[src/hw/tvflc_consts.vh]
`ifndef TVFLC_CONSTS_VH
`define TVFLC_CONSTS_VH
// ****************************************
// Command codes
// ****************************************
`define TVFLC_CMD_OT_WARN    8'h51
`define TVFLC_CMD_UT_WARN    8'h52
`define TVFLC_CMD_UT_FAULT   8'h53
`define TVFLC_CMD_UT_ACTION  8'h54
`define TVFLC_CMD_VIN_OV     8'h55
`define TVFLC_CMD_VIN_ACTION 8'h56
// ****************************************
// Reset values
// ****************************************
`define TVFLC_RST_OT_WARN    16'h7fff
`define TVFLC_RST_UT_WARN    16'h8000
`define TVFLC_RST_UT_FAULT   16'h8000
`define TVFLC_RST_VIN_OV     16'h7fff
`define TVFLC_RST_ACTION     8'h80
// ****************************************
// Action byte fields
// ****************************************
`define TVFLC_MODE_HI        7
`define TVFLC_MODE_LO        6
`define TVFLC_CNT_HI         5
`define TVFLC_CNT_LO         3
`define TVFLC_DLY_HI         2
`define TVFLC_DLY_LO         0
`define TVFLC_MODE_RETRY     2'h2
`define TVFLC_CNT_NONE       3'h0
`define TVFLC_CNT_ENDLESS    3'h7
// ****************************************
// Timing and bus address
// ****************************************
`define TVFLC_CLK_HZ         200000000
`define TVFLC_MS_PER_S       1000
`define TVFLC_RETRY_STEP_MS  35
`define TVFLC_SLAVE_ADDR     7'h40
`endif

[src/hw/tvflc_top.v]
`timescale 1ns/1ps
`include "tvflc_consts.vh"
module tvflc_top
#(
  parameter CYC_PER_MS = `TVFLC_CLK_HZ / `TVFLC_MS_PER_S
)
(
  input  wire        clock,
  input  wire        sys_rst,
  input  wire        scl_in,
  input  wire        sda_in,
  output reg         sda_out_reg,
  output reg         sda_oe_reg,
  input  wire [15:0] temp_value,
  input  wire [15:0] vin_value,
  input  wire        output_on_pin,
  input  wire        fault_clear,
  output reg         alert_line_n,
  output reg         output_enable_reg,
  output reg  [3:0]  status_reg
);
  localparam [1:0] B_IDLE = 2'h0;
  localparam [1:0] B_RX   = 2'h1;
  localparam [1:0] B_TX   = 2'h2;
  localparam [1:0] B_START = 2'h3;

  reg  [2:0]  scl_s_reg;
  reg  [2:0]  sda_s_reg;
  reg  [1:0]  on_s_reg;
  reg  [1:0]  st_reg;
  reg  [3:0]  bit_reg;
  reg  [2:0]  byte_reg;
  reg  [7:0]  sh_reg;
  reg  [7:0]  cmd_reg;
  reg  [15:0] wbuf_reg;
  reg         rw_reg;
  reg         rd_hi_reg;
  reg  [15:0] ot_warn_reg;
  reg  [15:0] ut_warn_reg;
  reg  [15:0] ut_fault_reg;
  reg  [15:0] vin_ov_reg;
  reg  [7:0]  ut_act_reg;
  reg  [7:0]  vin_act_reg;
  reg  [31:0] ms_cnt_reg;
  reg         ms_tick_reg;
  reg  [3:0]  status_next;
  wire        scl_rise;
  wire        scl_fall;
  wire        start_ev;
  wire        stop_ev;
  wire        sda_now;
  wire [3:0]  hit;
  wire        ut_ok;
  wire        vin_ok;
  wire [15:0] rd_val;

  // ****************************************
  // Command decode
  // ****************************************
  function is_word;
    input [7:0] c;
    begin
      is_word = (c == `TVFLC_CMD_OT_WARN) || (c == `TVFLC_CMD_UT_WARN) ||
                (c == `TVFLC_CMD_UT_FAULT) || (c == `TVFLC_CMD_VIN_OV);
    end
  endfunction

  function is_byte;
    input [7:0] c;
    begin
      is_byte = (c == `TVFLC_CMD_UT_ACTION) ||
                (c == `TVFLC_CMD_VIN_ACTION);
    end
  endfunction

  function [15:0] rd_word;
    input [7:0] c;
    begin
      case (c)
        `TVFLC_CMD_OT_WARN:    rd_word = ot_warn_reg;
        `TVFLC_CMD_UT_WARN:    rd_word = ut_warn_reg;
        `TVFLC_CMD_UT_FAULT:   rd_word = ut_fault_reg;
        `TVFLC_CMD_VIN_OV:     rd_word = vin_ov_reg;
        `TVFLC_CMD_UT_ACTION:  rd_word = {8'h00, ut_act_reg};
        `TVFLC_CMD_VIN_ACTION: rd_word = {8'h00, vin_act_reg};
        default:               rd_word = 16'hffff;
      endcase
    end
  endfunction
  assign rd_val = rd_word(cmd_reg);

  // ****************************************
  // Pin synchronisers
  // ****************************************
  always @(posedge clock)
  begin
    if (sys_rst)
    begin
      scl_s_reg <= 3'h7;
      sda_s_reg <= 3'h7;
      on_s_reg  <= 2'h0;
    end
    else
    begin
      scl_s_reg <= {scl_s_reg[1:0], scl_in};
      sda_s_reg <= {sda_s_reg[1:0], sda_in};
      on_s_reg  <= {on_s_reg[0], output_on_pin};
    end
  end

  // Only the second and third stages are looked at
  assign sda_now  = sda_s_reg[1];
  assign scl_rise = scl_s_reg[1] & ~scl_s_reg[2];
  assign scl_fall = ~scl_s_reg[1] & scl_s_reg[2];
  assign start_ev = scl_s_reg[1] & scl_s_reg[2] & ~sda_s_reg[1] &
                    sda_s_reg[2];
  assign stop_ev  = scl_s_reg[1] & scl_s_reg[2] & sda_s_reg[1] &
                    ~sda_s_reg[2];

  // ****************************************
  // Bus slave
  // ****************************************
  always @(posedge clock)
  begin
    if (sys_rst)
    begin
      st_reg       <= B_IDLE;
      bit_reg      <= 4'h0;
      byte_reg     <= 3'h0;
      sh_reg       <= 8'h00;
      cmd_reg      <= 8'h00;
      wbuf_reg     <= 16'h0000;
      rw_reg       <= 1'b0;
      rd_hi_reg    <= 1'b0;
      sda_out_reg  <= 1'b0;
      sda_oe_reg   <= 1'b0;
      ot_warn_reg  <= `TVFLC_RST_OT_WARN;
      ut_warn_reg  <= `TVFLC_RST_UT_WARN;
      ut_fault_reg <= `TVFLC_RST_UT_FAULT;
      vin_ov_reg   <= `TVFLC_RST_VIN_OV;
      ut_act_reg   <= `TVFLC_RST_ACTION;
      vin_act_reg  <= `TVFLC_RST_ACTION;
    end
    else if (start_ev)
    begin
      // Repeated start keeps the command for the read
      st_reg     <= B_START;
      bit_reg    <= 4'h0;
      byte_reg   <= 3'h0;
      rd_hi_reg  <= 1'b0;
      sda_oe_reg <= 1'b0;
    end
    else if (stop_ev)
    begin
      st_reg     <= B_IDLE;
      sda_oe_reg <= 1'b0;
      if (!rw_reg && is_word(cmd_reg) && byte_reg == 3'h4)
      begin
        case (cmd_reg)
          `TVFLC_CMD_OT_WARN:  ot_warn_reg  <= wbuf_reg;
          `TVFLC_CMD_UT_WARN:  ut_warn_reg  <= wbuf_reg;
          `TVFLC_CMD_UT_FAULT: ut_fault_reg <= wbuf_reg;
          default:             vin_ov_reg   <= wbuf_reg;
        endcase
      end
      if (!rw_reg && is_byte(cmd_reg) && byte_reg == 3'h3)
      begin
        if (cmd_reg == `TVFLC_CMD_UT_ACTION)
          ut_act_reg <= wbuf_reg[7:0];
        else
          vin_act_reg <= wbuf_reg[7:0];
      end
    end
    else if (st_reg == B_START)
    begin
      // The clock fall that closes a start carries no bit
      st_reg <= scl_fall ? B_RX : B_START;
    end
    else if (st_reg == B_RX)
    begin
      if (scl_rise && bit_reg != 4'h8)
        sh_reg <= {sh_reg[6:0], sda_now};
      if (scl_fall && bit_reg == 4'h7)
      begin
        bit_reg <= 4'h8;
        case (byte_reg)
          3'h0:
          begin
            if (sh_reg[7:1] == `TVFLC_SLAVE_ADDR)
            begin
              rw_reg     <= sh_reg[0];
              sda_oe_reg <= 1'b1;
            end
            else
              st_reg <= B_IDLE;
          end
          3'h1:
          begin
            cmd_reg <= sh_reg;
            if (is_word(sh_reg) || is_byte(sh_reg))
              sda_oe_reg <= 1'b1;
            else
              st_reg <= B_IDLE;
          end
          3'h2:
          begin
            wbuf_reg[7:0] <= sh_reg;
            sda_oe_reg    <= 1'b1;
          end
          3'h3:
          begin
            // A byte action takes no second data byte
            wbuf_reg[15:8] <= sh_reg;
            if (is_word(cmd_reg))
              sda_oe_reg <= 1'b1;
            else
              st_reg <= B_IDLE;
          end
          default: st_reg <= B_IDLE;
        endcase
      end
      else if (scl_fall && bit_reg == 4'h8)
      begin
        bit_reg    <= 4'h0;
        byte_reg   <= byte_reg + 3'h1;
        sda_oe_reg <= 1'b0;
        if (rw_reg && byte_reg == 3'h0)
        begin
          st_reg     <= B_TX;
          sh_reg     <= rd_val[7:0];
          sda_oe_reg <= ~rd_val[7];
        end
      end
      else if (scl_fall)
        bit_reg <= bit_reg + 4'h1;
    end
    else if (st_reg == B_TX)
    begin
      if (scl_fall && bit_reg < 4'h7)
      begin
        bit_reg    <= bit_reg + 4'h1;
        sh_reg     <= {sh_reg[6:0], 1'b1};
        sda_oe_reg <= ~sh_reg[6];
      end
      else if (scl_fall && bit_reg == 4'h7)
      begin
        bit_reg    <= 4'h8;
        sda_oe_reg <= 1'b0;
      end
      else if (scl_rise && bit_reg == 4'h8)
      begin
        // Host nack ends the read; only a word yields a high byte
        if (sda_now || rd_hi_reg || !is_word(cmd_reg))
          st_reg <= B_IDLE;
        else
        begin
          rd_hi_reg <= 1'b1;
          sh_reg    <= rd_val[15:8];
        end
      end
      else if (scl_fall && bit_reg == 4'h8)
      begin
        bit_reg    <= 4'h0;
        sda_oe_reg <= ~sh_reg[7];
      end
    end
  end

  // ****************************************
  // Millisecond tick
  // ****************************************
  always @(posedge clock)
  begin
    if (sys_rst)
    begin
      ms_cnt_reg  <= 32'h00000000;
      ms_tick_reg <= 1'b0;
    end
    else if (ms_cnt_reg == CYC_PER_MS - 1)
    begin
      ms_cnt_reg  <= 32'h00000000;
      ms_tick_reg <= 1'b1;
    end
    else
    begin
      ms_cnt_reg  <= ms_cnt_reg + 32'h00000001;
      ms_tick_reg <= 1'b0;
    end
  end

  // ****************************************
  // Limit compare and status
  // ****************************************
  // Both sides taken as signed codes of one scale
  assign hit[0] = $signed(temp_value) > $signed(ot_warn_reg);
  assign hit[1] = $signed(temp_value) < $signed(ut_warn_reg);
  assign hit[2] = $signed(temp_value) < $signed(ut_fault_reg);
  assign hit[3] = $signed(vin_value) > $signed(vin_ov_reg);

  always @*
  begin
    // Set beats clear in the same cycle
    status_next = (status_reg & {4{~fault_clear}}) | hit;
  end

  always @(posedge clock)
  begin
    if (sys_rst)
    begin
      status_reg        <= 4'h0;
      alert_line_n      <= 1'b1;
      output_enable_reg <= 1'b0;
    end
    else
    begin
      status_reg        <= status_next;
      alert_line_n      <= ~|status_next;
      // Warnings do not gate the output
      output_enable_reg <= on_s_reg[1] & ut_ok & vin_ok;
    end
  end

  // ****************************************
  // Fault responses
  // ****************************************
  tvflc_fault_resp u_ut_resp
  (
    .clock       (clock),
    .sys_rst     (sys_rst),
    .fault_hit   (hit[2]),
    .action      (ut_act_reg),
    .ms_tick     (ms_tick_reg),
    .run_cmd     (on_s_reg[1]),
    .fault_clear (fault_clear),
    .out_ok_reg  (ut_ok)
  );

  tvflc_fault_resp u_vin_resp
  (
    .clock       (clock),
    .sys_rst     (sys_rst),
    .fault_hit   (hit[3]),
    .action      (vin_act_reg),
    .ms_tick     (ms_tick_reg),
    .run_cmd     (on_s_reg[1]),
    .fault_clear (fault_clear),
    .out_ok_reg  (vin_ok)
  );
endmodule // tvflc_top

[src/hw/tvflc_fault_resp.v]
`timescale 1ns/1ps
`include "tvflc_consts.vh"
module tvflc_fault_resp
(
  input  wire       clock,
  input  wire       sys_rst,
  input  wire       fault_hit,
  input  wire [7:0] action,
  input  wire       ms_tick,
  input  wire       run_cmd,
  input  wire       fault_clear,
  output reg        out_ok_reg
);
  localparam [1:0] S_RUN  = 2'h0;
  localparam [1:0] S_WAIT = 2'h1;
  localparam [1:0] S_HOLD = 2'h2;

  reg  [1:0] st_reg;
  reg  [2:0] rem_reg;
  reg        fresh_reg;
  reg  [8:0] dly_reg;
  wire [2:0] cnt_now;

  // ****************************************
  // Delay in whole milliseconds
  // ****************************************
  function [8:0] delay_ms;
    input [2:0] v;
    reg   [31:0] prod;
    begin
      prod     = ({29'h0, v} + 32'h00000001) * `TVFLC_RETRY_STEP_MS;
      // Longest delay is 280 ms, so nine bits hold it
      delay_ms = prod[8:0];
    end
  endfunction

  // First fault uses the field, later ones the remainder
  assign cnt_now = fresh_reg ? action[`TVFLC_CNT_HI:`TVFLC_CNT_LO]
                             : rem_reg;

  always @(posedge clock)
  begin
    if (sys_rst)
    begin
      st_reg     <= S_RUN;
      out_ok_reg <= 1'b1;
      rem_reg    <= 3'h0;
      fresh_reg  <= 1'b1;
      dly_reg    <= 9'h000;
    end
    else
    begin
      case (st_reg)
        S_RUN:
        begin
          if (fault_hit && run_cmd &&
              action[`TVFLC_MODE_HI:`TVFLC_MODE_LO] == `TVFLC_MODE_RETRY)
          begin
            out_ok_reg <= 1'b0;
            fresh_reg  <= 1'b0;
            if (cnt_now == `TVFLC_CNT_NONE)
              st_reg <= S_HOLD;
            else
            begin
              // Endless count never runs down
              if (cnt_now == `TVFLC_CNT_ENDLESS)
                rem_reg <= `TVFLC_CNT_ENDLESS;
              else
                rem_reg <= cnt_now - 3'h1;
              dly_reg <= delay_ms(action[`TVFLC_DLY_HI:`TVFLC_DLY_LO]);
              st_reg  <= S_WAIT;
            end
          end
          else if (fault_clear)
            fresh_reg <= 1'b1;
        end
        S_WAIT:
        begin
          if (!run_cmd)
          begin
            // Commanded off ends the retry sequence
            st_reg     <= S_RUN;
            out_ok_reg <= 1'b1;
            fresh_reg  <= 1'b1;
          end
          else if (ms_tick)
          begin
            if (dly_reg == 9'h001)
            begin
              st_reg     <= S_RUN;
              out_ok_reg <= 1'b1;
            end
            else
              dly_reg <= dly_reg - 9'h001;
          end
        end
        S_HOLD:
        begin
          if (fault_clear && !fault_hit)
          begin
            st_reg     <= S_RUN;
            out_ok_reg <= 1'b1;
            fresh_reg  <= 1'b1;
          end
        end
        default:
        begin
          st_reg     <= S_RUN;
          out_ok_reg <= 1'b1;
        end
      endcase
    end
  end
endmodule // tvflc_fault_resp

[config.mk]
export PLATFORM = sky130hd
export DESIGN_NAME = tvflc_top
export DESIGN_NICKNAME = d
export VERILOG_FILES = /design/src/hw/tvflc_top.v /design/src/hw/tvflc_fault_resp.v
export VERILOG_INCLUDE_DIRS = /design/src /design/src/hw
export SDC_FILE = /design/constraint.sdc
export NUM_CORES = 1
export LEC_CHECK = 0
export ABC_CLOCK_PERIOD_IN_PS = 8900
export BUFFER_PORTS_ARGS = -buffer_cell sky130_fd_sc_hd__buf_2
export CAP_MARGIN = 30
export CORE_ASPECT_RATIO = 1.75
export CORE_MARGIN = 2
export CORE_UTILIZATION = 40
export DETAILED_ROUTE_END_ITERATION = 12
export SYNTH_ARGS = -nofsm -noshare
export SYNTH_HDL_FRONTEND = slang
export SYNTH_SLANG_ARGS = --single-unit
[constraint.sdc]
create_clock -name clock -period 8.9 [get_ports clock]
set_input_delay 2.225 -clock clock [delete_from_list [all_inputs] [get_ports clock]]
set_output_delay 2.225 -clock clock [all_outputs]
set_load 0.02 [all_outputs]
* After elaboration in Yosys (flattened, before gate mapping)
Cells that the tools add are included.
** Word-level totals
- Flip-flop bits (word level) :: 203
- Bits in latches :: 0
- RAM bits :: 0
- Bits in read-only memories :: 0
- Input port bits :: 38
- Output and inout bits :: 8
- Logic and storage cells :: 327
- Memories :: 0
** Cells by class
- Add/sub/neg operators :: 9
- $mul :: 2
- Div/mod/pow operators :: 0
- Order comparisons :: 5
- Equality and inequality tests :: 71
- Shift operators :: 0
- Muxes and demuxes :: 99
- Bitwise logic cells :: 30
- Reductions and logical operators :: 77
** Operators with widths (number)
- 8-bit by 7-bit == test with 1-bit output, second input constant :: 12
- 16-bit one-hot mux with 6 select lines :: 1
- 9-bit two-way mux :: 10
- 8-bit two-way mux :: 10
- 32-bit by 6-bit multiplier with 9-bit output, second input constant :: 2
- 2-bit two-way mux :: 28
- 4-bit AND reduction :: 10
- 4-bit two-way mux :: 9
- 9-bit one-hot mux with 2 select lines :: 2
- 6-bit AND reduction :: 6
- 32-bit by 1-bit adder with 32-bit output, second input constant :: 1
- 32-bit by 18-bit == test with 1-bit output, second input constant :: 1
- 16-bit greater-than comparator :: 2
- 16-bit < comparator :: 2
- 1-bit two-way mux :: 27
- 2-bit inequality test, second input constant :: 10
- 1-bit NOT :: 19
- 9-bit by 1-bit == test with 1-bit output, second input constant :: 2
- 6-bit by 4-bit inequality test with 1-bit output, second input constant :: 3
- 6-bit inequality test, second input constant :: 3
- 9-bit by 1-bit subtractor with 9-bit output, second input constant :: 2
- 1-bit logical AND :: 16
- 4-bit inequality test, second input constant :: 4
- 5-bit inequality test, second input constant :: 3
- other kinds (44) :: 108

* Depth between registers and ports, before layout
- Word-level depth :: 15
- Gate-level depth with buffers :: 13

* Hierarchy
From an unflattened synthesis, not the netlist that was laid out.
** Second synthesis, totals
- Cell total of the unflattened synthesis :: 1448
- Area, all modules :: 12304.3 um2
** Modules (own cells, without submodules)
- tvflc_top :: times used 1, cells an instance 1140, area an instance 9689.3 um2, seq. area each 3423.3 um2
- tvflc_fault_resp :: times used 2, cells an instance 154, area an instance 1307.5 um2, seq. area each 320.3 um2

* Least setup slack after synthesis
OpenSTA, ideal clock, no wires.
- Path kind :: in2reg
- Start point :: input temp_value[15]
- End point :: register u_ut_resp.st_reg[1]
- Library setup time :: 0.087 ns
- Data arrival time :: 4.453 ns
- Required time :: 8.813 ns
- Setup slack :: 4.360 ns
- Cell stages on the path :: 8
- Buffers on the path :: 0
- Cells stage by stage :: ha_1 -> nand4_1 -> or4_4 -> nor4_4 -> nor4b_2 -> o31a_1 -> or4_1 -> o31ai_1
** On the way
- Longest elaborated chain between the ends :: 5
** Ends and longest elaborated chain
- from (decl) :: line tvflc_top.v:14 : input wire [15:0] temp_value,
- 16-bit < comparator * :: line tvflc_top.v:297 : assign hit[2] = $signed(temp_value) < $signed(ut_fault_reg);
- 1-bit zero test / 1-bit logical AND (equally long branches) :: line tvflc_fault_resp.v:99, tvflc_fault_resp.v:56
- 1-bit logical AND, on equally long branches
- 2-bit by 1-bit inequality test with 1-bit output (no line)
- 4-bit AND reduction (no line) *
- to (signal assigned) :: line tvflc_fault_resp.v:90 : st_reg <= S_RUN;
- to (signal assigned) :: line tvflc_fault_resp.v:101 : st_reg <= S_RUN;
- to (signal assigned) :: line tvflc_fault_resp.v:108 : st_reg <= S_RUN;
- to (decl) :: line tvflc_fault_resp.v:18 : reg [1:0] st_reg;
Mark *: on every way between the ends. The rest lies on a longest branch, timed or not.
A chain may end at the register's enable or synchronous reset.

* Worst setup path after layout
- Start point :: input temp_value[15]
- End point :: register u_ut_resp.dly_reg[8]
** On the way
- Longest elaborated chain between the ends :: 5
** Ends and longest elaborated chain
- 16-bit < comparator :: line tvflc_top.v:297
- 1-bit logical AND :: line tvflc_fault_resp.v:56 : if (fault_hit && run_cmd &&
- 1-bit logical AND (no line)
- 2-bit by 1-bit inequality test with 1-bit output (no line)
- 6-bit AND reduction (no line)
- to (signal assigned) :: line tvflc_fault_resp.v:70 : dly_reg <= delay_ms(action[`TVFLC_DLY_HI:`TVFLC_DLY_LO]);
- to (signal assigned) :: line tvflc_fault_resp.v:94 : dly_reg <= dly_reg - 9'h001;
- to (decl) :: line tvflc_fault_resp.v:21 : reg [8:0] dly_reg;
Every way passes these cells.

==> run_results.csv <==
group,metric,value,unit
worst_setup_path,arrival,5.16,ns
worst_setup_path,crit_family,"compound AO/OA/AOI/OAI gates",
cts,clock-sinks,203,
cts,clock_path_buffers,3,
sta,setup_tns,0,ns
worst_setup_path,reg2reg_depth,6,
sta,fin_crit_sh,0.531,
power,ir_drop,0.110,mV
routing,routedWlPerCell,19.6,um
floorplan,rows,84,
final_layout,drive_gt1_frac,0.0843,
worst_setup_path,crit_chain,"buf_2 -> ha_1 -> nand4_1 -> or4_4 -> nor4_4 -> nor4b_2 -> o31ai_2 -> a31oi_1 -> a311oi_1",
global_route,grt_pass1_wl,58800,um
floorplan,core-area,30100,um^2
min_path,worstHoldPathType,"register to register",
logic_synthesis,ys_seq_area_frac,0.334,
run_status,status,"complete, no violations",
worst_setup_path,crit_fanout,12,
worst_setup_path,r2r-end,"ut_warn_reg[13]",
final_layout,largest_reg_flops,32,
sta,hold_viol,0,
worst_setup_path,cp.required,9.33,ns
sta,worstMarginPinSlew,0.917,ns
logic_synthesis,async_flop_share,0,
logic_synthesis,synth.distinct_cells,75,
logic_synthesis,yosysTopAreaCell,"dfxtp_1",
sta,drv_slew,0,
logic_synthesis,yosys.area.top_type_share,0.334,
cts,clk_pin_slew,0.06,ns
worst_setup_path,slowest_stage,"o31ai_2",
cts,clk_latency,0.52,ns
final_layout,nFillCells,3065,
floorplan,die_area,31900,um^2
sta,setup_viol,0,
routing,drt_iter0_drc,647,
floorplan,io_pins,46,
worst_setup_path,crit_start,"temp_value[15]",
final_layout,final_nets,1676,
global_route,antenna_found_initial,0,
logic_synthesis,synth_xor_area_frac,0.0295,
final_layout,n_antenna_cell,0,
logic_synthesis,syn-num-nets,1676,
floorplan,start_util,0.405,
logic_synthesis,yosysWarnings,0,
logic_synthesis,synth.most_common_cell,"nand2_1",
routing,firstDrtPassIters,5,
cts,root_buffer,"clkbuf_16",
min_path,worstHoldEndpoint,"sda_s_reg[1]",
cts,post_cts_buffers,0,
placed_design,dp_hpwl,28200,um
worst_setup_path,cpPeakStageDelay,0.80,ns
power,cellPowerDensity,153,nW/um^2
routing,num_vias,11200,
worst_setup_path,path_class,"primary input to register",
sta,rsz0062_at_grt,"false",
global_route,grtUsageTotal,0.235,
sta,fmax,0.212,GHz
logic_synthesis,syn-cell-area,12200,um^2
min_path,whs_path_depth,1,
worst_setup_path,path_depth,9,
job,drv_cap,0,
global_route,grt_pass1_vias,10800,
routing,ant_nets,0,
worst_setup_path,cp_num_buf_inv,1,
logic_synthesis,synth_edf_count,0,
floorplan,die_h,235,um
logic_synthesis,avgSynthCellArea,7.98,um^2
global_route,grt_max_degree,68,
floorplan,fp.dieW,136,um
final_layout,area_growth,10.3,%
min_path,hold_start,"sda_s_reg[0]",
power,power,2.06,mW
sta,final.min_clock_period,4.72,ns
worst_setup_path,cp-start-kind,"primary input",
placed_design,port_buffers,44,
worst_setup_path,r2r-start,"cmd_reg[6]",
cts,cts_resized,0,
placed_design,gp_congestion,0.901,
logic_synthesis,synthSimpleGateAreaFrac,0.208,
logic_synthesis,syn_inst,1527,
routing,drc,0,
cts,hold_buffers,0,
logic_synthesis,ys.flop_type,"dfxtp_1",
cts,cts_tree,"done",
logic_synthesis,synthAdderAreaFrac,0.114,
sta,slew_headroom,0.384,
logic_synthesis,synth_mux_area_frac,0.0360,
logic_synthesis,synth_top_family_by_area,"compound AO/OA/AOI/OAI gates",
sta,fin_skew,0.0127,ns
logic_synthesis,ys_top_cells_by_area,"dfxtp_1 33%, ha_1 11%, nand2_1 6.4%",
power,power_leakage,5.26,nW
global_route,grt-ovfl-total,0,
routing,vias_per_cell,5.80,
logic_synthesis,ys_ff_latch,203,
logic_synthesis,synth_common_cells,"209 x nand2_1, 203 x dfxtp_1, 141 x a21oi_1",
logic_synthesis,synth-compound-area-share,0.216,
worst_setup_path,r2r_setup_slack,5.42,ns
routing,wirelength,37900,um
worst_setup_path,crit_path_end_kind,"register",
cts,h-tree-depth,1,
cts,numCtsBuffers,22,
==> per-stage QoR <==
step / hold WS, ns / instance area (um^2) / worst slack (ns) / utilization / instances
finish: 0.422 / 13400 / 4.18 / 0.447 / 1930
global route: 0.451 / 13400 / 3.93 / 0.447 / 1930
CTS: 0.427 / 13400 / 4.20 / 0.447 / 1930
detailed placement: 0.401 / 12700 / 3.66 / 0.422 / 1890
global placement: 0.414 / 12600 / 3.75 / 0.421 / 1887
floorplan: 0.389 / 12200 / 4.36 / - / 1527
==> layout by cell type (no fill, tap or decap), drive strengths merged, types with 10 or more instances in the layout <==
| master | n |
|---|---|
| and2 | 12 |
| a21oi | 141 |
| and3 | 15 |
| o21ai | 48 |
| clkbuf | 29 |
| o22ai | 11 |
| dfxtp | 203 |
| nand3 | 51 |
| buf | 56 |
| inv | 115 |
| nor3 | 31 |
| a31oi | 21 |
| nor4 | 17 |
| a211oi | 15 |
| xnor2 | 20 |
| nand4 | 17 |
| ha | 111 |
| a22oi | 11 |
| o211ai | 44 |
| a21o | 14 |
| or2 | 10 |
| xor2 | 21 |
| nand2b | 10 |
| nor2 | 104 |
| nor2b | 17 |
| nand2 | 209 |
| mux2i | 37 |
==> logic make-up after synthesis <==
group,after synthesis
AND/OR/NAND/NOR,531
AO/OA/AOI/OAI,400
flip-flops,203
buffers and inverters,197
adder cells (fa/ha/maj),111
multiplexers,43
XOR/XNOR,41
other,1
==> final cells by class <==
class	count	area (um^2)	share of cell area
tap	387	484	0.0360
timing repair buffer	56	328	0.0244
multi-input combinational	1127	7370	0.548
clock buffer	29	638	0.0475
sequential	203	4060	0.302
clock inverter	11	116	0.00866
inverter	117	439	0.0327
==> worst max-delay path by stage <==
stage | to | slack, ns
2_1_floorplan | u_ut_resp.st_reg[1] | 4.36
3_3_place_gp | u_ut_resp.dly_reg[5] | 3.75
3_5_place_dp | u_ut_resp.dly_reg[8] | 3.66
4_1_cts | u_ut_resp.dly_reg[8] | 4.20
5_1_grt | u_ut_resp.dly_reg[8] | 3.93
6_report | u_ut_resp.dly_reg[8] | 4.18
==> where the power goes <==
group	total (mW)	internal, mW	switching (mW)	leakage, nW
logic	0.156	0.0572	0.0986	3.26
registers	0.939	0.921	0.0178	1.64
clock network	0.961	0.564	0.397	0.367
total	2.06	1.54	0.513	5.26
==> layer usage <==
layer | global-route usage | wire length (um) | part of all wire | vias to the layer above
met5 | 0 | 0 | 0 | -
met4 | 0.148 | 2610 | 0.069 | 0
met3 | 0.0235 | 1490 | 0.039 | 112
met2 | 0.433 | 19900 | 0.53 | 322
met1 | 0.249 | 13900 | 0.37 | 5306
li1 | - | - | - | 5457
(Power assumes the default switching activity.)
